===== src/hdl/sie_pkg.sv =====
// constants for the serial interrupt-enable block
package sie_pkg;
	// register bus
	localparam int unsigned ADDR_W = 4;
	localparam int unsigned DATA_W = 8;
	localparam logic [3:0] OFS_CTRL = 4'h0;
	localparam logic [3:0] OFS_EVT_STS = 4'h1;
	localparam logic [3:0] OFS_EVT_MASK = 4'h2;
	localparam logic [3:0] OFS_FLAG_VIEW = 4'h3;
	localparam logic [3:0] OFS_REQ_VIEW = 4'h4;
	// serial_irq_enable_ctrl fields
	localparam int unsigned BIT_TX_EMPTY_EN = 7;
	localparam int unsigned BIT_TX_END_EN = 6;
	localparam int unsigned BIT_RX_FULL_EN = 5;
	localparam int unsigned BIT_NO_ACK_EN = 4;
	localparam int unsigned BIT_STOP_EN = 3;
	localparam int unsigned BIT_ACK_JUDGE = 2;
	localparam int unsigned BIT_RX_ACK = 1;
	localparam int unsigned BIT_TX_ACK = 0;
	localparam logic [7:0] CTRL_RST = 8'h00;
	// flag view fields (serial_status_reg mirror)
	localparam int unsigned FLG_TX_EMPTY = 7;
	localparam int unsigned FLG_TX_END = 6;
	localparam int unsigned FLG_RX_FULL = 5;
	localparam int unsigned FLG_NO_ACK = 4;
	localparam int unsigned FLG_STOP = 3;
	localparam int unsigned FLG_ARB_LOST = 2;
	localparam int unsigned FLG_OVERRUN = 1;
	localparam int unsigned FLG_SYNC_FMT = 0;
	// request index, shared by event status, mask and request view
	localparam int unsigned NUM_REQ = 6;
	localparam int unsigned REQ_TX_EMPTY = 0;
	localparam int unsigned REQ_TX_END = 1;
	localparam int unsigned REQ_RX_FULL = 2;
	localparam int unsigned REQ_ERROR = 3;
	localparam int unsigned REQ_NO_ACK = 4;
	localparam int unsigned REQ_STOP = 5;
	localparam logic [5:0] EVT_STS_RST = 6'h00;
	localparam logic [5:0] EVT_MASK_RST = 6'h00;
	localparam logic [7:0] RDATA_IDLE = 8'h00;
endpackage


===== src/hdl/sie_sts_if.sv =====
// carrier between the core and its sticky event status
`timescale 1ns/1ps
`default_nettype none
interface sie_sts_if;
	logic [sie_pkg::NUM_REQ-1:0] set;
	logic [sie_pkg::NUM_REQ-1:0] clr;
	logic [sie_pkg::NUM_REQ-1:0] sts;
	modport core (output set, output clr, input sts);
	modport stat (input set, input clr, output sts);
endinterface
`default_nettype wire


===== src/hdl/sie_irq_gate.sv =====
// one gated interrupt request: enable and any of its source flags
`timescale 1ns/1ps
`default_nettype none
module sie_irq_gate #(
	parameter int unsigned N = 1
) (
	input wire logic i_clk, // clock
	input wire logic i_rst_n, // sync reset, low active
	input wire logic i_ce, // clock enable
	input wire logic i_en, // enable bit
	input wire logic [N-1:0] i_src, // source flags
	output logic o_req // level request
);
	always_ff @(posedge i_clk) begin
		if (!i_rst_n) begin
			o_req <= 1'b0;
		end else if (i_ce) begin
			o_req <= i_en & (|i_src);
		end
	end
endmodule
`default_nettype wire


===== src/hdl/sie_evt_status.sv =====
// sticky event status, write one to clear, set wins
`timescale 1ns/1ps
`default_nettype none
module sie_evt_status (
	input wire logic i_clk, // clock
	input wire logic i_rst_n, // sync reset, low active
	input wire logic i_ce, // clock enable
	sie_sts_if.stat sts_if // set, clear and state
);
	always_ff @(posedge i_clk) begin
		if (!i_rst_n) begin
			sts_if.sts <= sie_pkg::EVT_STS_RST;
		end else if (i_ce) begin
			sts_if.sts <= (sts_if.sts & ~sts_if.clr) | sts_if.set;
		end
	end
endmodule
`default_nettype wire


===== src/hdl/sie_irq_ctrl.sv =====
// interrupt-enable register and request gating of the two-wire serial unit
//
// Behaviour
// RULE1: transmit-empty request follows enable bit 7 and transmit-empty flag.
// RULE2: transmit-end request follows enable bit 6 and transmit-end flag.
// RULE3: transmit-end request drops once its flag or enable is cleared.
// RULE4: receive-full request follows bit 5; bit 5 also gates sync-format overrun.
// RULE5: receive-full request drops once its flag or enable is cleared.
// RULE6: bit 4 gates no-ack or arbitration-lost, and sync-format overrun.
// RULE7: no-ack request drops once no-ack, arbitration-lost and overrun are all cleared, or enable is cleared.
// RULE8: stop-detect request follows enable bit 3 and stop flag.
// RULE9: judgement select 0 ignores received acknowledge, transfer continues.
// RULE10: judgement select 1 with received acknowledge 1 halts continuous transfer.
// RULE11: transmit mode captures returned acknowledge in read-only bit 1.
// RULE12: receive mode drives bit 0 value during acknowledge bit time.
// RULE13: each request is a held level: flags AND enable.
`timescale 1ns/1ps
`default_nettype none
module sie_irq_ctrl (
	input wire logic i_clk, // 100 MHz clock
	input wire logic i_rst_n, // sync reset, low active
	input wire logic i_ce, // clock enable, freezes state
	input wire logic [3:0] i_addr, // register index
	input wire logic [7:0] i_wdata, // write data
	input wire logic i_wr, // write strobe
	input wire logic i_rd, // read strobe
	output logic [7:0] o_rdata, // read data, cycle after strobe
	input wire logic i_tx_empty_flag, // transmit data empty
	input wire logic i_tx_end_flag, // transmit end
	input wire logic i_rx_full_flag, // receive data full
	input wire logic i_no_ack_flag, // no acknowledge seen
	input wire logic i_arb_lost_flag, // arbitration lost
	input wire logic i_overrun_flag, // overrun
	input wire logic i_stop_flag, // stop condition detected
	input wire logic i_sync_fmt, // clocked synchronous format
	input wire logic i_tx_mode, // transmit mode
	input wire logic i_ack_sample_vld, // acknowledge bit sampled
	input wire logic i_ack_sample, // sampled acknowledge value
	input wire logic i_ack_time, // acknowledge bit time
	output logic o_tx_empty_irq, // transmit-empty request
	output logic o_tx_end_irq, // transmit-end request
	output logic o_rx_full_irq, // receive-full request
	output logic o_error_irq, // overrun error request
	output logic o_no_ack_irq, // no-acknowledge request
	output logic o_stop_detect_irq, // stop-detect request
	output logic o_ack_out, // acknowledge bit to send
	output logic o_ack_oe, // acknowledge drive enable
	output logic o_xfer_halt, // halt continuous transfer
	output logic o_irq // combined interrupt
);
	// ==========================================================
	// register decode
	logic wr_ctrl;
	logic wr_sts;
	logic wr_mask;
	assign wr_ctrl = i_wr && (i_addr == sie_pkg::OFS_CTRL);
	assign wr_sts = i_wr && (i_addr == sie_pkg::OFS_EVT_STS);
	assign wr_mask = i_wr && (i_addr == sie_pkg::OFS_EVT_MASK);

	// ==========================================================
	// serial_irq_enable_ctrl
	logic tx_empty_irq_en_r;
	logic tx_end_irq_en_r;
	logic rx_full_irq_en_r;
	logic no_ack_irq_en_r;
	logic stop_detect_irq_en_r;
	logic ack_judge_sel_r;
	logic rx_ack_value_r;
	logic tx_ack_value_r;

	always_ff @(posedge i_clk) begin
		if (!i_rst_n) begin
			tx_empty_irq_en_r <= sie_pkg::CTRL_RST[sie_pkg::BIT_TX_EMPTY_EN];
			tx_end_irq_en_r <= sie_pkg::CTRL_RST[sie_pkg::BIT_TX_END_EN];
			rx_full_irq_en_r <= sie_pkg::CTRL_RST[sie_pkg::BIT_RX_FULL_EN];
			no_ack_irq_en_r <= sie_pkg::CTRL_RST[sie_pkg::BIT_NO_ACK_EN];
			stop_detect_irq_en_r <= sie_pkg::CTRL_RST[sie_pkg::BIT_STOP_EN];
			ack_judge_sel_r <= sie_pkg::CTRL_RST[sie_pkg::BIT_ACK_JUDGE];
			tx_ack_value_r <= sie_pkg::CTRL_RST[sie_pkg::BIT_TX_ACK];
		end else if (i_ce && wr_ctrl) begin
			tx_empty_irq_en_r <= i_wdata[sie_pkg::BIT_TX_EMPTY_EN];
			tx_end_irq_en_r <= i_wdata[sie_pkg::BIT_TX_END_EN];
			rx_full_irq_en_r <= i_wdata[sie_pkg::BIT_RX_FULL_EN];
			no_ack_irq_en_r <= i_wdata[sie_pkg::BIT_NO_ACK_EN];
			stop_detect_irq_en_r <= i_wdata[sie_pkg::BIT_STOP_EN];
			ack_judge_sel_r <= i_wdata[sie_pkg::BIT_ACK_JUDGE];
			tx_ack_value_r <= i_wdata[sie_pkg::BIT_TX_ACK];
		end
	end

	// received acknowledge, hardware only
	always_ff @(posedge i_clk) begin
		if (!i_rst_n) begin
			rx_ack_value_r <= sie_pkg::CTRL_RST[sie_pkg::BIT_RX_ACK];
		end else if (i_ce && i_ack_sample_vld && i_tx_mode) begin
			rx_ack_value_r <= i_ack_sample; // RULE11
		end
	end

	// ==========================================================
	// request gating
	logic [sie_pkg::NUM_REQ-1:0] req;
	logic ovr_sync;
	assign ovr_sync = i_overrun_flag & i_sync_fmt;

	sie_irq_gate #(.N(1)) u_gate_tx_empty ( // RULE1 RULE13
		.i_clk(i_clk),
		.i_rst_n(i_rst_n),
		.i_ce(i_ce),
		.i_en(tx_empty_irq_en_r),
		.i_src(i_tx_empty_flag),
		.o_req(req[sie_pkg::REQ_TX_EMPTY])
	);

	sie_irq_gate #(.N(1)) u_gate_tx_end ( // RULE2 RULE3 RULE13
		.i_clk(i_clk),
		.i_rst_n(i_rst_n),
		.i_ce(i_ce),
		.i_en(tx_end_irq_en_r),
		.i_src(i_tx_end_flag),
		.o_req(req[sie_pkg::REQ_TX_END])
	);

	sie_irq_gate #(.N(1)) u_gate_rx_full ( // RULE4 RULE5 RULE13
		.i_clk(i_clk),
		.i_rst_n(i_rst_n),
		.i_ce(i_ce),
		.i_en(rx_full_irq_en_r),
		.i_src(i_rx_full_flag),
		.o_req(req[sie_pkg::REQ_RX_FULL])
	);

	// overrun error in sync format, enabled by either receive or no-ack enable
	sie_irq_gate #(.N(1)) u_gate_error ( // RULE4 RULE6 RULE13
		.i_clk(i_clk),
		.i_rst_n(i_rst_n),
		.i_ce(i_ce),
		.i_en(rx_full_irq_en_r | no_ack_irq_en_r),
		.i_src(ovr_sync),
		.o_req(req[sie_pkg::REQ_ERROR])
	);

	sie_irq_gate #(.N(3)) u_gate_no_ack ( // RULE6 RULE7 RULE13
		.i_clk(i_clk),
		.i_rst_n(i_rst_n),
		.i_ce(i_ce),
		.i_en(no_ack_irq_en_r),
		.i_src({i_no_ack_flag, i_arb_lost_flag, ovr_sync}),
		.o_req(req[sie_pkg::REQ_NO_ACK])
	);

	sie_irq_gate #(.N(1)) u_gate_stop ( // RULE8 RULE13
		.i_clk(i_clk),
		.i_rst_n(i_rst_n),
		.i_ce(i_ce),
		.i_en(stop_detect_irq_en_r),
		.i_src(i_stop_flag),
		.o_req(req[sie_pkg::REQ_STOP])
	);

	assign o_tx_empty_irq = req[sie_pkg::REQ_TX_EMPTY];
	assign o_tx_end_irq = req[sie_pkg::REQ_TX_END];
	assign o_rx_full_irq = req[sie_pkg::REQ_RX_FULL];
	assign o_error_irq = req[sie_pkg::REQ_ERROR];
	assign o_no_ack_irq = req[sie_pkg::REQ_NO_ACK];
	assign o_stop_detect_irq = req[sie_pkg::REQ_STOP];

	// ==========================================================
	// event status: rising edge of each request is sticky
	logic [sie_pkg::NUM_REQ-1:0] req_d_r;
	logic [sie_pkg::NUM_REQ-1:0] evt_mask_r;
	sie_sts_if sts_if ();

	always_ff @(posedge i_clk) begin
		if (!i_rst_n) begin
			req_d_r <= sie_pkg::EVT_STS_RST;
		end else if (i_ce) begin
			req_d_r <= req;
		end
	end

	assign sts_if.set = req & ~req_d_r;
	assign sts_if.clr = wr_sts ? i_wdata[sie_pkg::NUM_REQ-1:0] : sie_pkg::EVT_STS_RST;

	sie_evt_status u_evt_status (
		.i_clk(i_clk),
		.i_rst_n(i_rst_n),
		.i_ce(i_ce),
		.sts_if(sts_if)
	);

	always_ff @(posedge i_clk) begin
		if (!i_rst_n) begin
			evt_mask_r <= sie_pkg::EVT_MASK_RST;
		end else if (i_ce && wr_mask) begin
			evt_mask_r <= i_wdata[sie_pkg::NUM_REQ-1:0];
		end
	end

	// level interrupt, one cycle behind the status
	always_ff @(posedge i_clk) begin
		if (!i_rst_n) begin
			o_irq <= 1'b0;
		end else if (i_ce) begin
			o_irq <= |(sts_if.sts & evt_mask_r);
		end
	end

	// ==========================================================
	// acknowledge handling
	always_ff @(posedge i_clk) begin
		if (!i_rst_n) begin
			o_xfer_halt <= 1'b0;
		end else if (i_ce) begin
			// select 0 never halts whatever the received bit
			o_xfer_halt <= ack_judge_sel_r & rx_ack_value_r; // RULE9 RULE10
		end
	end

	always_ff @(posedge i_clk) begin
		if (!i_rst_n) begin
			o_ack_out <= 1'b0;
			o_ack_oe <= 1'b0;
		end else if (i_ce) begin
			o_ack_oe <= i_ack_time & ~i_tx_mode; // RULE12
			o_ack_out <= tx_ack_value_r; // RULE12
		end
	end

	// ==========================================================
	// read path
	logic [7:0] ctrl_view;
	logic [7:0] flag_view;
	logic [7:0] rd_mux;

	always_comb begin
		ctrl_view = sie_pkg::CTRL_RST;
		ctrl_view[sie_pkg::BIT_TX_EMPTY_EN] = tx_empty_irq_en_r;
		ctrl_view[sie_pkg::BIT_TX_END_EN] = tx_end_irq_en_r;
		ctrl_view[sie_pkg::BIT_RX_FULL_EN] = rx_full_irq_en_r;
		ctrl_view[sie_pkg::BIT_NO_ACK_EN] = no_ack_irq_en_r;
		ctrl_view[sie_pkg::BIT_STOP_EN] = stop_detect_irq_en_r;
		ctrl_view[sie_pkg::BIT_ACK_JUDGE] = ack_judge_sel_r;
		ctrl_view[sie_pkg::BIT_RX_ACK] = rx_ack_value_r;
		ctrl_view[sie_pkg::BIT_TX_ACK] = tx_ack_value_r;
	end

	always_comb begin
		flag_view = sie_pkg::RDATA_IDLE;
		flag_view[sie_pkg::FLG_TX_EMPTY] = i_tx_empty_flag;
		flag_view[sie_pkg::FLG_TX_END] = i_tx_end_flag;
		flag_view[sie_pkg::FLG_RX_FULL] = i_rx_full_flag;
		flag_view[sie_pkg::FLG_NO_ACK] = i_no_ack_flag;
		flag_view[sie_pkg::FLG_STOP] = i_stop_flag;
		flag_view[sie_pkg::FLG_ARB_LOST] = i_arb_lost_flag;
		flag_view[sie_pkg::FLG_OVERRUN] = i_overrun_flag;
		flag_view[sie_pkg::FLG_SYNC_FMT] = i_sync_fmt;
	end

	always_comb begin
		case (i_addr)
			sie_pkg::OFS_CTRL: begin
				rd_mux = ctrl_view;
			end
			sie_pkg::OFS_EVT_STS: begin
				rd_mux = {2'b00, sts_if.sts};
			end
			sie_pkg::OFS_EVT_MASK: begin
				rd_mux = {2'b00, evt_mask_r};
			end
			sie_pkg::OFS_FLAG_VIEW: begin
				rd_mux = flag_view;
			end
			sie_pkg::OFS_REQ_VIEW: begin
				rd_mux = {2'b00, req};
			end
			default: begin
				rd_mux = sie_pkg::RDATA_IDLE;
			end
		endcase
	end

	// data valid only in the cycle after the strobe
	always_ff @(posedge i_clk) begin
		if (!i_rst_n) begin
			o_rdata <= sie_pkg::RDATA_IDLE;
		end else if (i_ce) begin
			o_rdata <= i_rd ? rd_mux : sie_pkg::RDATA_IDLE;
		end
	end
endmodule
`default_nettype wire


===== config.mk =====
export PLATFORM = sky130hd
export DESIGN_NAME = sie_irq_ctrl
export DESIGN_NICKNAME = d
export VERILOG_FILES = /design/src/hdl/sie_pkg.sv /design/src/hdl/sie_sts_if.sv /design/src/hdl/sie_irq_gate.sv /design/src/hdl/sie_evt_status.sv /design/src/hdl/sie_irq_ctrl.sv
export SDC_FILE = /design/constraint.sdc
export NUM_CORES = 1
export LEC_CHECK = 0
export BUFFER_PORTS_ARGS = -buffer_cell sky130_fd_sc_hd__buf_2
export CAP_MARGIN = 20
export CORE_MARGIN = 3
export CORE_UTILIZATION = 53
export CTS_BUF_LIST = sky130_fd_sc_hd__clkbuf_16
export CTS_CLUSTER_DIAMETER = 40
export DETAILED_ROUTE_END_ITERATION = 8
export PLACE_DENSITY = 0.89
export RECOVER_POWER = 50
export SLEW_MARGIN = 20
export SYNTH_ARGS = -nofsm -noshare
export SYNTH_HDL_FRONTEND = slang
export SYNTH_SLANG_ARGS = --single-unit

===== constraint.sdc =====
create_clock -name i_clk -period 1.4 [get_ports i_clk]
set_input_delay 0.21 -clock i_clk [delete_from_list [all_inputs] [get_ports i_clk]]
set_output_delay 0.21 -clock i_clk [all_outputs]
set_load 0.1 [all_outputs]

After elaboration in Yosys (flattened, before gate mapping)
Cells that the tools add are included.
- add/subtract/negate cells: 0
- multipliers: 0
- div/mod/pow operators: 0
- order comparisons: 0
- equal/unequal tests: 4
- shift-type cells: 0
- multiplexer cells: 3
- bitwise gates (word level): 17
- reduce and logical (&&, ||, !) cells: 10
- operators by type and width (operator ; number):
    8-bit case mux with 5 select lines ; 1
    6-bit AND ; 3
    6-bit NOT ; 2
    1-bit AND ; 9
    4-bit by 2-bit == test with 1-bit output (second input constant) ; 2
    8-bit 2-to-1 mux ; 1
    1-bit logical AND ; 7
    6-bit 2-to-1 mux ; 1
    6-bit bitwise OR ; 1
    6-bit OR reduction ; 1
    4-bit by 1-bit == test with 1-bit output (second input constant) ; 1
    4-bit by 3-bit == test with 1-bit output (second input constant) ; 1
    4-bit zero test ; 1
    3-bit OR reduction ; 1
    1-bit NOT ; 1
    1-bit bitwise OR ; 1
- bits in registers: 44
- bits in latches: 0
- RAM bits: 0
- ROM bits: 0
- bits of input ports: 29
- output and inout bits: 18
- logic and storage cells: 56
- memories kept: 0

Logic depth before layout (Yosys ltp)
- depth after elaboration: 6
- depth in mapped cells: 5
- depth with buffers taken out: 3

Hierarchy
Synthesis repeated with hierarchy kept, for this count alone.
- cell total of the unflattened synthesis: 234
- area total of the unflattened synthesis: 2158.3 µm²
- by module, submodules not included (module ; times used ; cells an instance ; area each (µm²)):
    sie_irq_ctrl ; 1 ; 184 ; 1674.1
    sie_evt_status ; 1 ; 26 ; 254.0
    sie_irq_gate (u_gate_error ...) ; 5 ; 4 ; 37.5
    sie_irq_gate (u_gate_no_ack) ; 1 ; 4 ; 42.5

Worst setup path after synthesis
Ideal clock, no wire load.
- path kind: reg2reg
- start point: reg u_gate_rx_full.o_req
- end point: reg o_rdata[2]
- arrival time: 1523 ps
- data required time: 1314 ps
- path slack: -209 ps
- cell stages (with the launch flop): 4
- period minus slack after synthesis: 1609 ps
- cells stage by stage: dfxtp_1 -> mux2i_1 -> o22a_1 -> a211oi_1
- word-level cells in the longest chain between the ends: 2
- RTL lines (item ; line ; source):
    start, declared ; sie_irq_gate.sv:12 ; output logic o_req
    start signal, assigned ; sie_irq_gate.sv:18 ; o_req <= i_en & (|i_src);
    8-bit case mux with 5 select lines ; sie_irq_ctrl.sv:261 ; case (i_addr)
    8-bit 2-to-1 mux ; sie_irq_ctrl.sv:288 ; o_rdata <= i_rd ? rd_mux : sie_pkg::RDATA_IDLE;
    end signal, assigned ; sie_irq_ctrl.sv:286 ; o_rdata <= sie_pkg::RDATA_IDLE;
    end signal, assigned ; sie_irq_ctrl.sv:288 ;
    end, declared ; sie_irq_ctrl.sv:27 ; output logic [7:0] o_rdata,
No other way between the ends.
A chain may end at the register's enable or synchronous reset.

Worst setup path in the final report
- start point: reg u_gate_no_ack.o_req
- end point: out o_no_ack_irq
- RTL lines (item ; line ; source):
    start, declared ; sie_irq_gate.sv:12 ;
    start signal, assigned ; sie_irq_gate.sv:18 ;
    end, declared ; sie_irq_ctrl.sv:44 ; output logic o_no_ack_irq,
No word-level cell between the ends.

==> results.cfg <==
[worst_setup_path]
cpPeakStageDelay_ns = 0.44
endpoint_kind = output port
worstPathArrival_ns = 1.10
worstSetupStartpointType = flip-flop
cp_top_family = buffers and inverters
critPathKind = flip-flop to output port
reg2reg_depth = 3
crit_required_ns = 1.19
cpMaxStageDelayCell = buf_2
crit_buf_inv = 1
crit_chain = buf_2
cp_max_fo = 5
path_depth = 1

[clock_tree]
post-cts-setup-buffers = 0
hold_buffers = 0
cts_resized = 0
cts.sinks = 44
clockRootBuffer = clkbuf_16
cts.clk_slew.worst_paths_ns = 0.06
htree_num_levels = 2
cts_buffer_depth = 2
clkLatencyLatePin_ns = 0.29
cts-buffers-inserted = 5
cts_tree = built

[logic_synthesis]
synth_nets = 267
synth-edff-count = 0
avgSynthCellArea_um2 = 8.958
yosysWarningCount = 0
synthDistinctLibCells = 41
synthFlopType = dfxtp_1
syn-instance-count = 238
async_flop_share_pct = 0
synth.ff_latch_count = 44
syn-cell-area_mm2 = 0.002132
ys_seq_area_share_pct = 41.31

[pwr]
internal_power_w = 0.002204
power.share.sequential_pct = 44.2
vdd_ir_drop_max_mv = 0.7985
pwr-share-comb_pct = 9.5
swShare_pct = 22.97
power_density_mw_per_mm2 = 1085
power_w = 0.002861
power_leakage_nw = 1.090
clkPwrFrac_pct = 46.3
p_sw_w = 0.0006572

[die]
num_rows = 22
start_util_pct = 56.54
coreArea_mm2 = 0.003771
die_area_mm2 = 0.004820
die_h_um = 69.43
ioPinCount = 47
fp.dieW_um = 69.43

[timing]
rsz0062_at_grt = no
slew_violations = 0
timing.fmax_ghz = 0.7658
fin_skew_ns = 0.003104
period_share_pct = 93.27
finalWorstSetupSlack_ns = 0.09420
slew_headroom_pct = 67.96
holdWs_ns = 0.1775
period_needed_ns = 1.306
hold_violations = 0
worst_pin_slew_ns = 0.4806
setup_viol = 0

[finish]
synthToLayoutAreaGrowth_pct = 23.65
final_util_pct = 69.91
drive_gt1_share_pct = 28.87
postLayoutCellArea_mm2 = 0.002636
layout.nets = 319
antennaDiodeCount = 0
nFillCells = 296

[routing]
firstDrtPassIters = 4
ant_nets = 0
dr_total_vias = 2065
routedWlPerCell_um = 17.14
post_drt_via_cell_ratio = 6.091
dr.first_iter.drc_count = 205
routed_wl_mm = 5.810
drc = 0

[grt]
first_global_vias = 1925
antenna_found_initial = 0
grt_usage_pct = 25.44
grt_max_degree = 37
grt_pass1_wl_mm = 9.687
grt_overflow = 0

[placed_design]
gp_congestion = 0.9206
pre_cts_ws_ns = -0.07130
portBuffers = 46
placed_cell_area_mm2 = 0.002476
dp.final_hpwl_mm = 4.337

[hold_path]
hold_depth = 3
min_path_type = primary input to flip-flop

[outcome]
outcome = finished clean

[run]
drv_cap = 0
[cell usage in the layout (no fill, tap or decap), drive strengths merged, types with 2 or more instances in the layout]
master  Yosys  routed
buf        11      58
dfxtp      44      44
a21oi      39      39
o21ai      23      23
mux2i      20      20
nand3      20      20
nor2b      13      13
nand2b     10      10
nor2        9       9
clkbuf      5       8
and3b       7       7
o22a        5       5
a211oi      5       5
nor3b       3       3
or3         2       2
clkinv      1       2
and3        2       2
[final cells by class]
type	instances	area, um^2	area share (%)
Clock buffer	5	125.1	4.746
Inverter	1	3.754	0.1424
Sequential cell	44	894.6	33.93
Multi-Input combinational cell	177	1162	44.09
Tap cell	48	60.06	2.278
Clock inverter	3	42.54	1.614
Timing Repair Buffer	61	347.8	13.19
[metrics by stage]
| stage | std cells | setup TNS (ns) |
|---|---|---|
| after detailed placement | 331 | -0.1323 |
| after CTS | 339 | 0 |
| after floorplan | 238 | -0.1094 |
| after global routing | 339 | 0 |
| after global placement | 331 | -0.01048 |
| final | 339 | 0 |
[tightest hold or removal path, delay by kind of cell]
kind | cells | cell delay, ns
buffers and inverters | 1 | 0.08
muxes | 1 | 0.06
and+or+nand+nor | 1 | 0.08
[power by group through the flow]
stage	sequential (W)	clock, W	combinational [W]
after floorplan	0.00132	0	0.000134
after global placement	0.00129	0	0.000264
after detailed placement	0.00129	0	0.000269
after CTS	0.00126	0.00134	0.000271
after global routing	0.00126	0.00141	0.000291
final	0.00126	0.00133	0.000271
[Yosys cell counts (2+ instances only)]
cell type	instances	area (um^2)
a211oi_1	5	37.54
a21oi_1	39	195.2
and3b_1	7	61.31
buf_1	2	7.510
buf_2	5	25.02
buf_4	3	22.52
clkbuf_1	5	18.77
dfxtp_1	44	880.8
mux2i_1	20	200.2
nand2b_1	10	62.56
nand3_1	20	100.1
nor2_1	9	33.78
nor2b_1	13	81.33
nor3b_1	3	22.52
o21ai_0	23	115.1
o22a_1	5	43.79
[flip-flops by register name, summed over array words and instances, names as in the netlist, 6 cells and up]
name	count
evt_mask_r	6
req_d_r	6
o_rdata	8
u_evt_status.sts_if.sts	6
[layer usage]
layer / global-route usage [%] / routed length [um]
met1: 34.63 / 2428
met4: 9.978 / 122
met2: 39.51 / 2790
met3: 5.072 / 469
met5: 0 / 0
[worst paths after layout]
kind / startpoint / end / slack, ns
setup reg to reg: rx_ack_value_r$_SDFFE_PN0P_ / o_rdata[1]$_SDFFE_PN0P_ / 0.33
setup / recovery: u_gate_no_ack.o_req$_SDFFE_PN0P_ / o_no_ack_irq / 0.09
hold reg to reg: o_xfer_halt$_SDFFE_PN0P_ / o_xfer_halt$_SDFFE_PN0P_ / 0.47
hold / removal: i_ack_sample / rx_ack_value_r$_SDFFE_PN0P_ / 0.18
[cell families (layout without fill, tap and decap cells)]
group,count (synthesis),in the layout,synth area share [%]
buffers and inverters,17,70,4.166
AND/OR/NAND/NOR,76,76,23.36
multiplexers,20,20,9.390
AO/OA/AOI/OAI,81,81,21.77
flip-flops,44,44,41.31
No activity file was read; power rests on OpenSTA's default activity.
